--- config.mk ---
export PLATFORM = sky130hd
export DESIGN_NAME = awd_top
export DESIGN_NICKNAME = d
export VERILOG_FILES = /design/src/pkg/awd_pkg.sv /design/src/verilog/awd_axis.sv /design/src/verilog/awd_top.sv
export SDC_FILE = /design/constraint.sdc
export NUM_CORES = 1
export LEC_CHECK = 0
export ABC_AREA = 1
export BUFFER_PORTS_ARGS = -buffer_cell sky130_fd_sc_hd__buf_2
export CAP_MARGIN = 20
export CORE_ASPECT_RATIO = 0.8
export CORE_MARGIN = 2
export CORE_UTILIZATION = 45
export CTS_CLUSTER_DIAMETER = 60
export DETAILED_ROUTE_END_ITERATION = 10
export PLACE_DENSITY = 0.63
export RECOVER_POWER = 50
export SLEW_MARGIN = 20
export SYNTH_ARGS = -nofsm -noshare
export SYNTH_HDL_FRONTEND = slang
export SYNTH_HIERARCHICAL = 1
export SYNTH_SLANG_ARGS = --single-unit
--- constraint.sdc ---
create_clock -name clk -period 10.3 [get_ports clk]
set_input_delay 1.03 -clock clk [delete_from_list [all_inputs] [get_ports clk]]
set_output_delay 1.03 -clock clk [all_outputs]
set_load 0.005 [all_outputs]
--- src/pkg/awd_pkg.sv ---
// package for the activity wakeup detector: register map, fields, types
// assumes a single 100 MHz clock domain and an 8-bit register port
package awd_pkg;

   localparam int          AWD_AXES        = 3;
   localparam int          AWD_SAMPLE_W    = 14;
   localparam int          AWD_VAL_W       = 6;

   // register map
   localparam logic [7:0]  AWD_OFS_MODE    = 8'h10;
   localparam logic [7:0]  AWD_OFS_THCTL   = 8'h13;
   localparam logic [7:0]  AWD_OFS_CFG     = 8'h14;
   localparam logic [7:0]  AWD_OFS_STATUS  = 8'h15;
   localparam logic [7:0]  AWD_OFS_MASK    = 8'h16;
   localparam logic [7:0]  AWD_OFS_AXSTAT  = 8'h17;

   // control register fields
   localparam int          AWD_THCTL_METHOD  = 7;
   localparam int          AWD_THCTL_COMBINE = 6;
   localparam int          AWD_MODE_PD_LO    = 4;
   localparam int          AWD_MODE_SNIFF    = 0;
   localparam int          AWD_CFG_CNTEN     = 3;

   // reset values
   localparam logic [7:0]  AWD_THCTL_RST   = 8'h00;
   localparam logic [7:0]  AWD_MODE_RST    = 8'h00;
   localparam logic [7:0]  AWD_CFG_RST     = 8'h00;
   localparam logic [7:0]  AWD_MASK_RST    = 8'h00;

   // status bits
   localparam int          AWD_ST_WAKE     = 0;
   localparam int          AWD_ST_SAMPLE   = 1;

   // shadow selector codes
   typedef enum logic [2:0] {
      AWD_SEL_NONE0 = 3'b000,
      AWD_SEL_TH_X  = 3'b001,
      AWD_SEL_TH_Y  = 3'b010,
      AWD_SEL_TH_Z  = 3'b011,
      AWD_SEL_NONE1 = 3'b100,
      AWD_SEL_CN_X  = 3'b101,
      AWD_SEL_CN_Y  = 3'b110,
      AWD_SEL_CN_Z  = 3'b111
   } awd_sel_e;

   typedef struct packed {
      logic [AWD_SAMPLE_W-1:0] x;
      logic [AWD_SAMPLE_W-1:0] y;
      logic [AWD_SAMPLE_W-1:0] z;
   } awd_sample_s;

   typedef struct packed {
      logic       wr;
      logic       rd;
      logic [7:0] addr;
      logic [7:0] wdata;
   } awd_bus_s;

endpackage : awd_pkg

--- src/verilog/awd_axis.sv ---
// one axis of the detector: delta, threshold compare and event counter
// assumes samples arrive on sample_valid pulses in the same clock domain
`timescale 1ns/1ps
module awd_axis #(
   parameter int SW = 14,
   parameter int VW = 6
) (
   // clock and reset
   input  wire logic          clk,
   input  wire logic          reset,
   // control
   input  wire logic          method,
   input  wire logic          sniff_entry,
   input  wire logic          cnt_en,
   input  wire logic [VW-1:0] threshold,
   input  wire logic [VW-1:0] count_load,
   // samples
   input  wire logic          sample_valid,
   input  wire logic [SW-1:0] sample,
   // result
   output logic               hit
);

   logic [SW-1:0] prev_reg;
   logic [SW-1:0] base_reg;
   logic          base_ok_reg;
   logic          have_prev_reg;
   logic [VW-1:0] cnt_reg;
   logic [VW-1:0] cnt_next;
   logic          hit_reg;
   logic          hit_next;

   ////////////////////////////////////////////////////////////////////
   wire [SW-1:0] ref_val  = method ? base_reg : prev_reg;
   wire          ref_ok   = method ? base_ok_reg : have_prev_reg;
   wire [SW-1:0] diff_ab  = sample - ref_val;
   wire [SW-1:0] diff_ba  = ref_val - sample;
   wire          neg      = $signed(sample) < $signed(ref_val);
   wire [SW-1:0] delta    = neg ? diff_ba : diff_ab;
   // clamp: a large delta must still read as over threshold
   wire          big      = |delta[SW-1:VW];
   // the sample that meets entry only primes the references
   wire          exceed   = sample_valid & ref_ok & ~sniff_entry
                          & (big | (delta[VW-1:0] > threshold));
   wire          cnt_full = cnt_reg >= count_load;
   assign cnt_next = (cnt_reg == {VW{1'b1}}) ? cnt_reg : cnt_reg + 1'b1;
   // without counting each exceedance reports at once
   assign hit_next = exceed & (~cnt_en | cnt_full);
   assign hit      = hit_reg;

   ////////////////////////////////////////////////////////////////////
   always_ff @(posedge clk or posedge reset)
   begin
      if (reset)
      begin
         prev_reg      <= '0;
         base_reg      <= '0;
         base_ok_reg   <= 1'b0;
         have_prev_reg <= 1'b0;
         cnt_reg       <= '0;
         hit_reg       <= 1'b0;
      end
      else
      begin
         hit_reg <= hit_next;
         if (sniff_entry)
         begin
            base_ok_reg   <= sample_valid;
            have_prev_reg <= sample_valid;
            cnt_reg       <= '0;
            // a sample on the entry edge is the first one and becomes the baseline
            if (sample_valid)
            begin
               prev_reg <= sample;
               base_reg <= sample;
            end
         end
         else if (sample_valid)
         begin
            prev_reg      <= sample;
            have_prev_reg <= 1'b1;
            if (!base_ok_reg)
            begin
               base_reg    <= sample;
               base_ok_reg <= 1'b1;
            end
            if (exceed && cnt_en)
               cnt_reg <= cnt_next;
         end
      end
   end

endmodule : awd_axis

--- src/verilog/awd_top.sv ---
// activity wakeup detector: registers, shadow values, three axes, interrupt
// assumes register port and sample port are driven from clk's domain
`timescale 1ns/1ps
module awd_top
   import awd_pkg::*;
(
   // clock and reset
   input  wire logic              clk,
   input  wire logic              reset,
   // register port
   input  wire awd_pkg::awd_bus_s bus,
   output logic [7:0]             rdata,
   // samples
   input  wire logic              sample_valid,
   input  wire awd_pkg::awd_sample_s sample,
   // wakeup
   output logic                   wakeup,
   output logic                   irq
);

   logic [7:0]            thctl_reg;
   logic [7:0]            mode_reg;
   logic [7:0]            cfg_reg;
   logic [7:0]            status_reg;
   logic [7:0]            status_next;
   logic [7:0]            mask_reg;
   logic [7:0]            rdata_reg;
   logic [7:0]            rdata_next;
   logic                  sniff_q_reg;
   logic                  wakeup_reg;
   logic                  irq_reg;
   logic [AWD_VAL_W-1:0]  th_reg  [AWD_AXES];
   logic [AWD_VAL_W-1:0]  cnt_reg [AWD_AXES];
   logic [AWD_AXES-1:0]   axis_hit;
   logic [AWD_SAMPLE_W-1:0] axis_sample [AWD_AXES];

   ////////////////////////////////////////////////////////////////////
   // decode
   wire wr_mode   = bus.wr & (bus.addr == AWD_OFS_MODE);
   wire wr_thctl  = bus.wr & (bus.addr == AWD_OFS_THCTL);
   wire wr_cfg    = bus.wr & (bus.addr == AWD_OFS_CFG);
   wire wr_status = bus.wr & (bus.addr == AWD_OFS_STATUS);
   wire wr_mask   = bus.wr & (bus.addr == AWD_OFS_MASK);
   wire [2:0] sel = cfg_reg[2:0];
   wire method    = thctl_reg[AWD_THCTL_METHOD];
   wire combine   = thctl_reg[AWD_THCTL_COMBINE];
   wire cnt_en    = cfg_reg[AWD_CFG_CNTEN];
   wire sniff_on  = mode_reg[AWD_MODE_SNIFF];
   wire sniff_entry = sniff_on & ~sniff_q_reg;
   wire [AWD_AXES-1:0] pd = mode_reg[AWD_MODE_PD_LO +: AWD_AXES];
   wire [AWD_AXES-1:0] active = ~pd;

   assign axis_sample[0] = sample.x;
   assign axis_sample[1] = sample.y;
   assign axis_sample[2] = sample.z;

   ////////////////////////////////////////////////////////////////////
   // combination: no active axis means no wakeup in either mode
   wire any_hit   = |(axis_hit & active);
   wire all_hit   = ((axis_hit | pd) == {AWD_AXES{1'b1}}) & (|active);
   wire wake_next = sniff_on & (combine ? all_hit : any_hit);

   // set wins over write-one-to-clear
   wire [7:0] ev = {6'h00, sample_valid & sniff_on, wake_next};
   assign status_next = (status_reg & ~(wr_status ? bus.wdata : 8'h00)) | ev;

   always_comb
   begin
      rdata_next = 8'h00;
      unique case (bus.addr)
         AWD_OFS_MODE:   rdata_next = mode_reg;
         AWD_OFS_THCTL:  rdata_next = thctl_reg;
         AWD_OFS_CFG:    rdata_next = cfg_reg;
         AWD_OFS_STATUS: rdata_next = status_reg;
         AWD_OFS_MASK:   rdata_next = mask_reg;
         AWD_OFS_AXSTAT: rdata_next = {5'h00, axis_hit};
         default:        rdata_next = 8'h00;
      endcase
      if (!bus.rd)
         rdata_next = 8'h00;
   end

   assign rdata  = rdata_reg;
   assign wakeup = wakeup_reg;
   assign irq    = irq_reg;

   ////////////////////////////////////////////////////////////////////
   always_ff @(posedge clk or posedge reset)
   begin
      if (reset)
      begin
         thctl_reg   <= AWD_THCTL_RST;
         mode_reg    <= AWD_MODE_RST;
         cfg_reg     <= AWD_CFG_RST;
         mask_reg    <= AWD_MASK_RST;
         status_reg  <= 8'h00;
         rdata_reg   <= 8'h00;
         sniff_q_reg <= 1'b0;
         wakeup_reg  <= 1'b0;
         irq_reg     <= 1'b0;
      end
      else
      begin
         if (wr_thctl)
            thctl_reg <= bus.wdata;
         if (wr_mode)
            mode_reg <= bus.wdata;
         if (wr_cfg)
            cfg_reg <= bus.wdata;
         if (wr_mask)
            mask_reg <= bus.wdata;
         status_reg  <= status_next;
         rdata_reg   <= rdata_next;
         sniff_q_reg <= sniff_on;
         wakeup_reg  <= wake_next;
         irq_reg     <= |(status_next & mask_reg);
      end
   end

   ////////////////////////////////////////////////////////////////////
   // shadow registers and axes
   genvar i;
   generate
      for (i = 0; i < AWD_AXES; i++)
      begin : g_axis
         wire [2:0] th_code = 3'(i + 1);
         wire [2:0] cn_code = 3'(i + 5);
         always_ff @(posedge clk or posedge reset)
         begin
            if (reset)
            begin
               th_reg[i]  <= '0;
               cnt_reg[i] <= '0;
            end
            else if (wr_thctl)
            begin
               if (sel == th_code)
                  th_reg[i] <= bus.wdata[AWD_VAL_W-1:0];
               if (sel == cn_code)
                  cnt_reg[i] <= bus.wdata[AWD_VAL_W-1:0];
            end
         end

         awd_axis #(
            .SW (AWD_SAMPLE_W),
            .VW (AWD_VAL_W)
         ) u_axis (
            .clk          (clk),
            .reset        (reset),
            .method       (method),
            .sniff_entry  (sniff_entry),
            .cnt_en       (cnt_en),
            .threshold    (th_reg[i]),
            .count_load   (cnt_reg[i]),
            .sample_valid (sample_valid & sniff_on),
            .sample       (axis_sample[i]),
            .hit          (axis_hit[i])
         );
      end
   endgenerate

endmodule : awd_top

* Yosys cells after proc, flatten, opt, wreduce, memory -nomap -nowiden
Index checks and enable logic that the tools add are counted.
W data, S select, Z words.
** Storage, ports and cells
- Bits in registers :: 193
- Latch bits :: 0
- RAM bits :: 0
- ROM bits :: 0
- Bits of input ports :: 63
- Output and inout port bits :: 10
- Memories :: 0
** Operators by class
- $add $sub $neg :: 9
- Multiply operators :: 0
- Div/mod/pow operators :: 0
- Magnitude comparators :: 9
- Eq/ne operators :: 20
- Shift-type cells :: 0
- Muxes and demuxes :: 36
- Bitwise operators :: 33
- Reduce and logical (&&, ||, !) cells :: 23
** Operators with widths (number)
- $mux W14 :: 18
- $sub A14 B14 Y14 :: 6
- $mux W6 :: 12
- $eq A8 B5 Y1 const B :: 6
- $pmux W8 S6 :: 1
- $lt A14 B14 Y1 :: 3
- $reduce_or A8 Y1 :: 4
- $add A6 B1 Y6 const B :: 3
- $eq A6 B6 Y1 const B :: 3
- $ge A6 B6 Y1 :: 3
- $gt A6 B6 Y1 :: 3
- $and A1 B1 Y1 :: 17
- $and A8 B8 Y8 :: 2
- $mux W8 :: 2
- $reduce_and A2 Y1 :: 7
- $eq A3 B3 Y1 const B :: 4
- $reduce_and A3 Y1 :: 3
- $ne A2 B1 Y1 const B :: 4
- $not A8 Y8 :: 1
- $or A8 B2 Y8 :: 1
- $reduce_bool A2 Y1 :: 4
- $eq A3 B2 Y1 const B :: 2
- $or A1 B1 Y1 :: 6
- $reduce_or A3 Y1 :: 2
- 7 further kinds :: 13

* Logic depth before layout (Yosys ltp)
- Word-level depth :: 10
- Depth in mapped cells :: 34
- Gate-level depth less buffers :: 32

* By module
Netlist, hierarchy kept.
** By module, submodules not included
- awd_top :: times used 1, cells each 417, area an instance 3758.6 um^2, seq. area each 2177.1 um^2
- awd_axis at g_axis[2].u_axis :: times used 1, cells each 597, area an instance 3734.8 um^2, seq. area each 900.9 um^2
- awd_axis at g_axis[1].u_axis :: times used 1, cells each 577, area an instance 3676.0 um^2, seq. area each 900.9 um^2
- awd_axis at g_axis[0].u_axis :: times used 1, cells each 587, area an instance 3668.5 um^2, seq. area each 900.9 um^2

* Worst setup path before layout
No wires, ideal clock.
- Path type :: input to register
- From :: in sample[14] (netlist bit)
- To :: reg g_axis[1].u_axis.cnt_reg[3]
- Library setup time :: 0.117 ns
- Data arrival time :: 3.883 ns
- Slack :: 6.300 ns
- Stages :: 27
- Path buffers :: 0
- Path through :: inv_1 -> ha_1 -> inv_1 -> fa_1 -> nand2_1 -> nand3_2 -> nand2_2 -> nand3_2 -> nand2_4 -> inv_2 -> o21ai_0 -> xnor2_1 -> inv_1 -> ha_1 -> nand2_1 -> nor2_1 -> o21ai_0 -> a31oi_1 -> nor2_2 -> nand3_2 -> nor2_2 -> nand3_2 -> nand3_2 -> nand2_4 -> nand2_4 -> nand2_1 -> nand2_1
** Between the ends
- Cells in the longest elaborated chain, start to end :: 8
- Elaborated cells between the ends (all ways) :: 11
- Those cells by class :: add/sub (2); order compare (2); mux (1); bitwise (2); reduce/logical (4)
** Ends and longest elaborated chain
- start, declared :: line awd_top.sv:15 : input wire awd_pkg::awd_sample_s sample,
- $sub A14 B14 Y14, or another cell as far along :: line awd_axis.sv:36 : wire [SW-1:0] diff_ab = sample - ref_val;
- $mux W14 * :: line awd_axis.sv:39 : wire [SW-1:0] delta = neg ? diff_ba : diff_ab;
- $gt A6 B6 Y1 / $reduce_or A8 Y1 (equally long branches) :: line awd_axis.sv:44, awd_axis.sv:41
- $or A1 B1 Y1 * :: line awd_axis.sv:44 : & (big | (delta[VW-1:0] > threshold));
- $and A1 B1 Y1 * :: line awd_axis.sv:44
- $logic_and A1 B1 Y1 * :: line awd_axis.sv:87 : if (exceed && cnt_en)
- $reduce_bool A2 Y1 (no source line) *
- $reduce_and A3 Y1 (no source line) *
- end signal, assigned :: line awd_axis.sv:88 : cnt_reg <= cnt_next;
- end, declared :: line awd_axis.sv:28 : logic [VW-1:0] cnt_reg;
Mark *: on every way between the ends. The rest lies on a longest branch, timed or not.
A chain may end at the register's enable or synchronous reset.

* Worst setup path in the final report
- From :: reg thctl_reg[7]
- To :: reg g_axis[0].u_axis.cnt_reg[1]
** Between the ends
- Cells in the longest elaborated chain, start to end :: 9
- Elaborated cells between the ends (all ways) :: 12
- Those cells by class :: add/sub (2); order compare (2); mux (2); bitwise (2); reduce/logical (4)
** Ends and longest elaborated chain
- start, declared :: line awd_top.sv:21 : logic [7:0] thctl_reg;
- start signal, assigned :: line awd_top.sv:105 : thctl_reg <= bus.wdata;
- $mux W14 * :: line awd_axis.sv:34 : wire [SW-1:0] ref_val = method ? base_reg : prev_reg;
- $sub A14 B14 Y14, or another cell as far along :: line awd_axis.sv:36
- $mux W14 * :: line awd_axis.sv:39
- $gt A6 B6 Y1 / $reduce_or A8 Y1 (equally long branches) :: line awd_axis.sv:44, awd_axis.sv:41
- $or A1 B1 Y1 * :: line awd_axis.sv:44
- $and A1 B1 Y1 * :: line awd_axis.sv:44
- $logic_and A1 B1 Y1 * :: line awd_axis.sv:87
- $reduce_bool A2 Y1 (no source line) *
- $reduce_and A3 Y1 (no source line) *
- end signal, assigned :: line awd_axis.sv:88
- end, declared :: line awd_axis.sv:28
Marks and branches as above.

==> summary.txt <==
DRC viols = 0
Combinational power share = 47.8%
Reg clk slew, reported paths = 0.07 ns
Setup crit start kind = flip-flop
Fraction of registers with async set/reset = 100.0%
Syn. warnings = 6
Clock Latency Late Sink = 0.46 ns
TritonRoute pass-1 iters = 5
Antenna violation net count after detailed routing = 0
Cell variety after synth = 41
Vias in the first global route = 12450
Seq cells post-synth = 195
Site Rows = 59
Worst-Margin Slew = 3.678 ns
Int Power = 1.742 mW
Critical Path AT = 5.31 ns
Hold WS = 0.4682 ns
Crit-path slowest cell = dfrtp_2
Final Hold Fails = 0
Hold Path Class = flip-flop to flip-flop
Crit share post-route = 48.27%
Dpl ws = 5.334 ns
Clock sink total = 195
IO buf count = 72
Failing checks = max-capacitance violations, max-slew violations
Area Overhead vs Synth = 8.837%
Switching power = 1.357 mW
Die width = 207.0 um
Switching share of power = 43.78%
Post-synth EDFFs = 0
Clock skew = 0.01199 ns
Postcts setup bufs = 0
PostCTS Resize Cnt = 0
Post-detail-place hpwl = 29220 um
Initial DRC count = 933
Worst Setup Path Type = flip-flop to flip-flop
Initial cell density of the core = 45.68%
Max_cap viols = 4
CTS root buf = clkbuf_16
Post-Synthesis Cells = 2178
Clock share of power = 22.9%
Final nets = 2426
Relative max-transition margin = -145.2%
Largest net degree at the start of global routing = 69
Die H = 166.4 um
WL final = 37960 um
Htree depth = 4
Wirelength per Cell = 14.20 um
DIE AREA = 0.03445 mm^2
Syn avg cell area = 6.813 um^2
Status = finished, violations left
Min Clock Period, post-route = 4.972 ns
Lkg Pwr = 8.845 nW
Sequential area share after synthesis = 32.89%
Setup TNS = 0 ns
Initial antenna violation count = 0
Via count = 13480
Synth top area share = 32.89%
Max Clk Rate = 201.1 MHz
Most used cell, CP = nand2_1
Cts bufs inserted = 17
Via density = 5.040
GRT overflow = 0
Clock tree buffer depth = 2
Fraction of layout cells with a size suffix above 1 = 8.678%
Yosys top cell by area = dfrtp_1
Ant diodes = 0
Core area = 0.03248 mm^2
Final setup fails = 0
Synth Flop Type = dfrtp_1
GRT Total Usage = 22.37%
Gpl congestion = 0.9193
Sequential Power Share = 29.2%
Synthesized Nets = 2370
Pwr Density = 191.9 mW/mm^2
Cell Area, Synth = 0.01484 mm^2
Crit path max fanout = 45
CTS tree = done
Ranking of synthesized cells by area = dfrtp_1 33%, nand2_1 19%, ha_1 10%, inv_1 9.6%, o21ai_0 5.7%
Commonest non-fill, non-tap cell in the layout = nand2_1
Commonest non-fill, non-tap cells in the layout = 739 x nand2_1, 378 x inv_1, 194 x dfrtp_1, 169 x o21ai_0, 141 x nand3_1
RSZ-0062 raised after global routing = no
Required time of the critical path = 10.64 ns
Setup ws final = 5.328 ns
Cts hold-fix bufs = 0
Maximum vdd drop = 0.1272 mV
Top Ports = 73
Crit end category = flip-flop
First-pass GRT wire length = 62910 um
CP peak stage delay = 0.79 ns
Slew Limit Fails = 172
-- cells in the mapped netlist, types with 12 or more instances --
cell      number
dfrtp_1      195
nand2_1      739
o21ai_1       21
nor2_1        98
nand3_1      141
ha_1         123
nand2_2       21
o21ai_2       15
clkbuf_1      26
a21oi_1       59
o21ai_0      169
xor2_1        12
inv_1        379
nor2_2        14
nand4_1       27
-- metal layers --
layer,track usage [%],wire length (um),vias up
met4,5.062,520,0
met2,34.06,16280,315
met5,0,0,-
met1,33.50,19510,6204
li1,-,-,6915
met3,3.262,1653,43
-- worst max-delay path: cells and delay by family, from the launching register on --
| kind | cells | cell delay, ns |
|---|---|---|
| compound gates | 5 | 0.91 |
| flops | 1 | 0.79 |
| fa+ha+maj | 2 | 0.66 |
| xor+xnor | 1 | 0.14 |
| buf+inv | 4 | 0.78 |
| simple gates | 17 | 1.54 |
-- power by group through the flow --
stage	clock network (mW)	logic (mW)	registers, mW
6_report	0.711	1.48	0.906
5_1_grt	0.760	1.70	0.917
4_1_cts	0.733	1.48	0.905
3_5_place_dp	0	1.47	0.919
3_3_place_gp	0	1.44	0.917
2_1_floorplan	0	1.15	0.905
-- per-stage QoR --
step | std cells | utilization (%) | power [mW] | area [um^2]
CTS | 2674 | 49.82 | 3.115 | 16180
detailed placement | 2642 | 47.92 | 2.388 | 15560
global route | 2674 | 49.72 | 3.376 | 16150
floorplan | 2178 | - | 2.055 | 14840
finish | 2674 | 49.72 | 3.098 | 16150
global placement | 2642 | 47.92 | 2.360 | 15560
-- layout make-up --
class                      instances  area (um^2)
inverter                         388         1458
multi-input combinational       1553         8270
tap                              427        534.3
timing repair buffer              79        387.9
clock buffer                      19        442.9
sequential                       195         4881
fill                            3398        16330
clock inverter                    13        175.2
-- cells by family (layout without fill, tap and decap cells) --
kind of cell / count (synthesis) / after routing / synth area share [%]
buf+inv: 430 / 499 / 11.32
flops: 195 / 195 / 32.89
fa+ha+maj: 129 / 129 / 11.18
simple gates: 1106 / 1106 / 32.42
mux: 1 / 1 / 0.06746
xor+xnor: 23 / 23 / 1.358
compound gates: 294 / 294 / 10.76
-- worst paths after layout --
path                                               start                            end  slack (ns)  cells past startpoint
min                        g_axis[1].u_axis/prev_reg[13]  g_axis[1].u_axis/prev_reg[13]        0.47                      2
min reg2reg                g_axis[1].u_axis/prev_reg[13]  g_axis[1].u_axis/prev_reg[13]        0.47                      2
min in group asynchronous                          reset    g_axis[2].u_axis/cnt_reg[4]        0.63                      2
max in group asynchronous                          reset                      th_reg[8]        5.55                      3
max reg2reg                                 thctl_reg[7]    g_axis[0].u_axis/cnt_reg[1]        5.33                     29
max                                         thctl_reg[7]    g_axis[0].u_axis/cnt_reg[1]        5.33                     29
(Power assumes the default switching activity.)
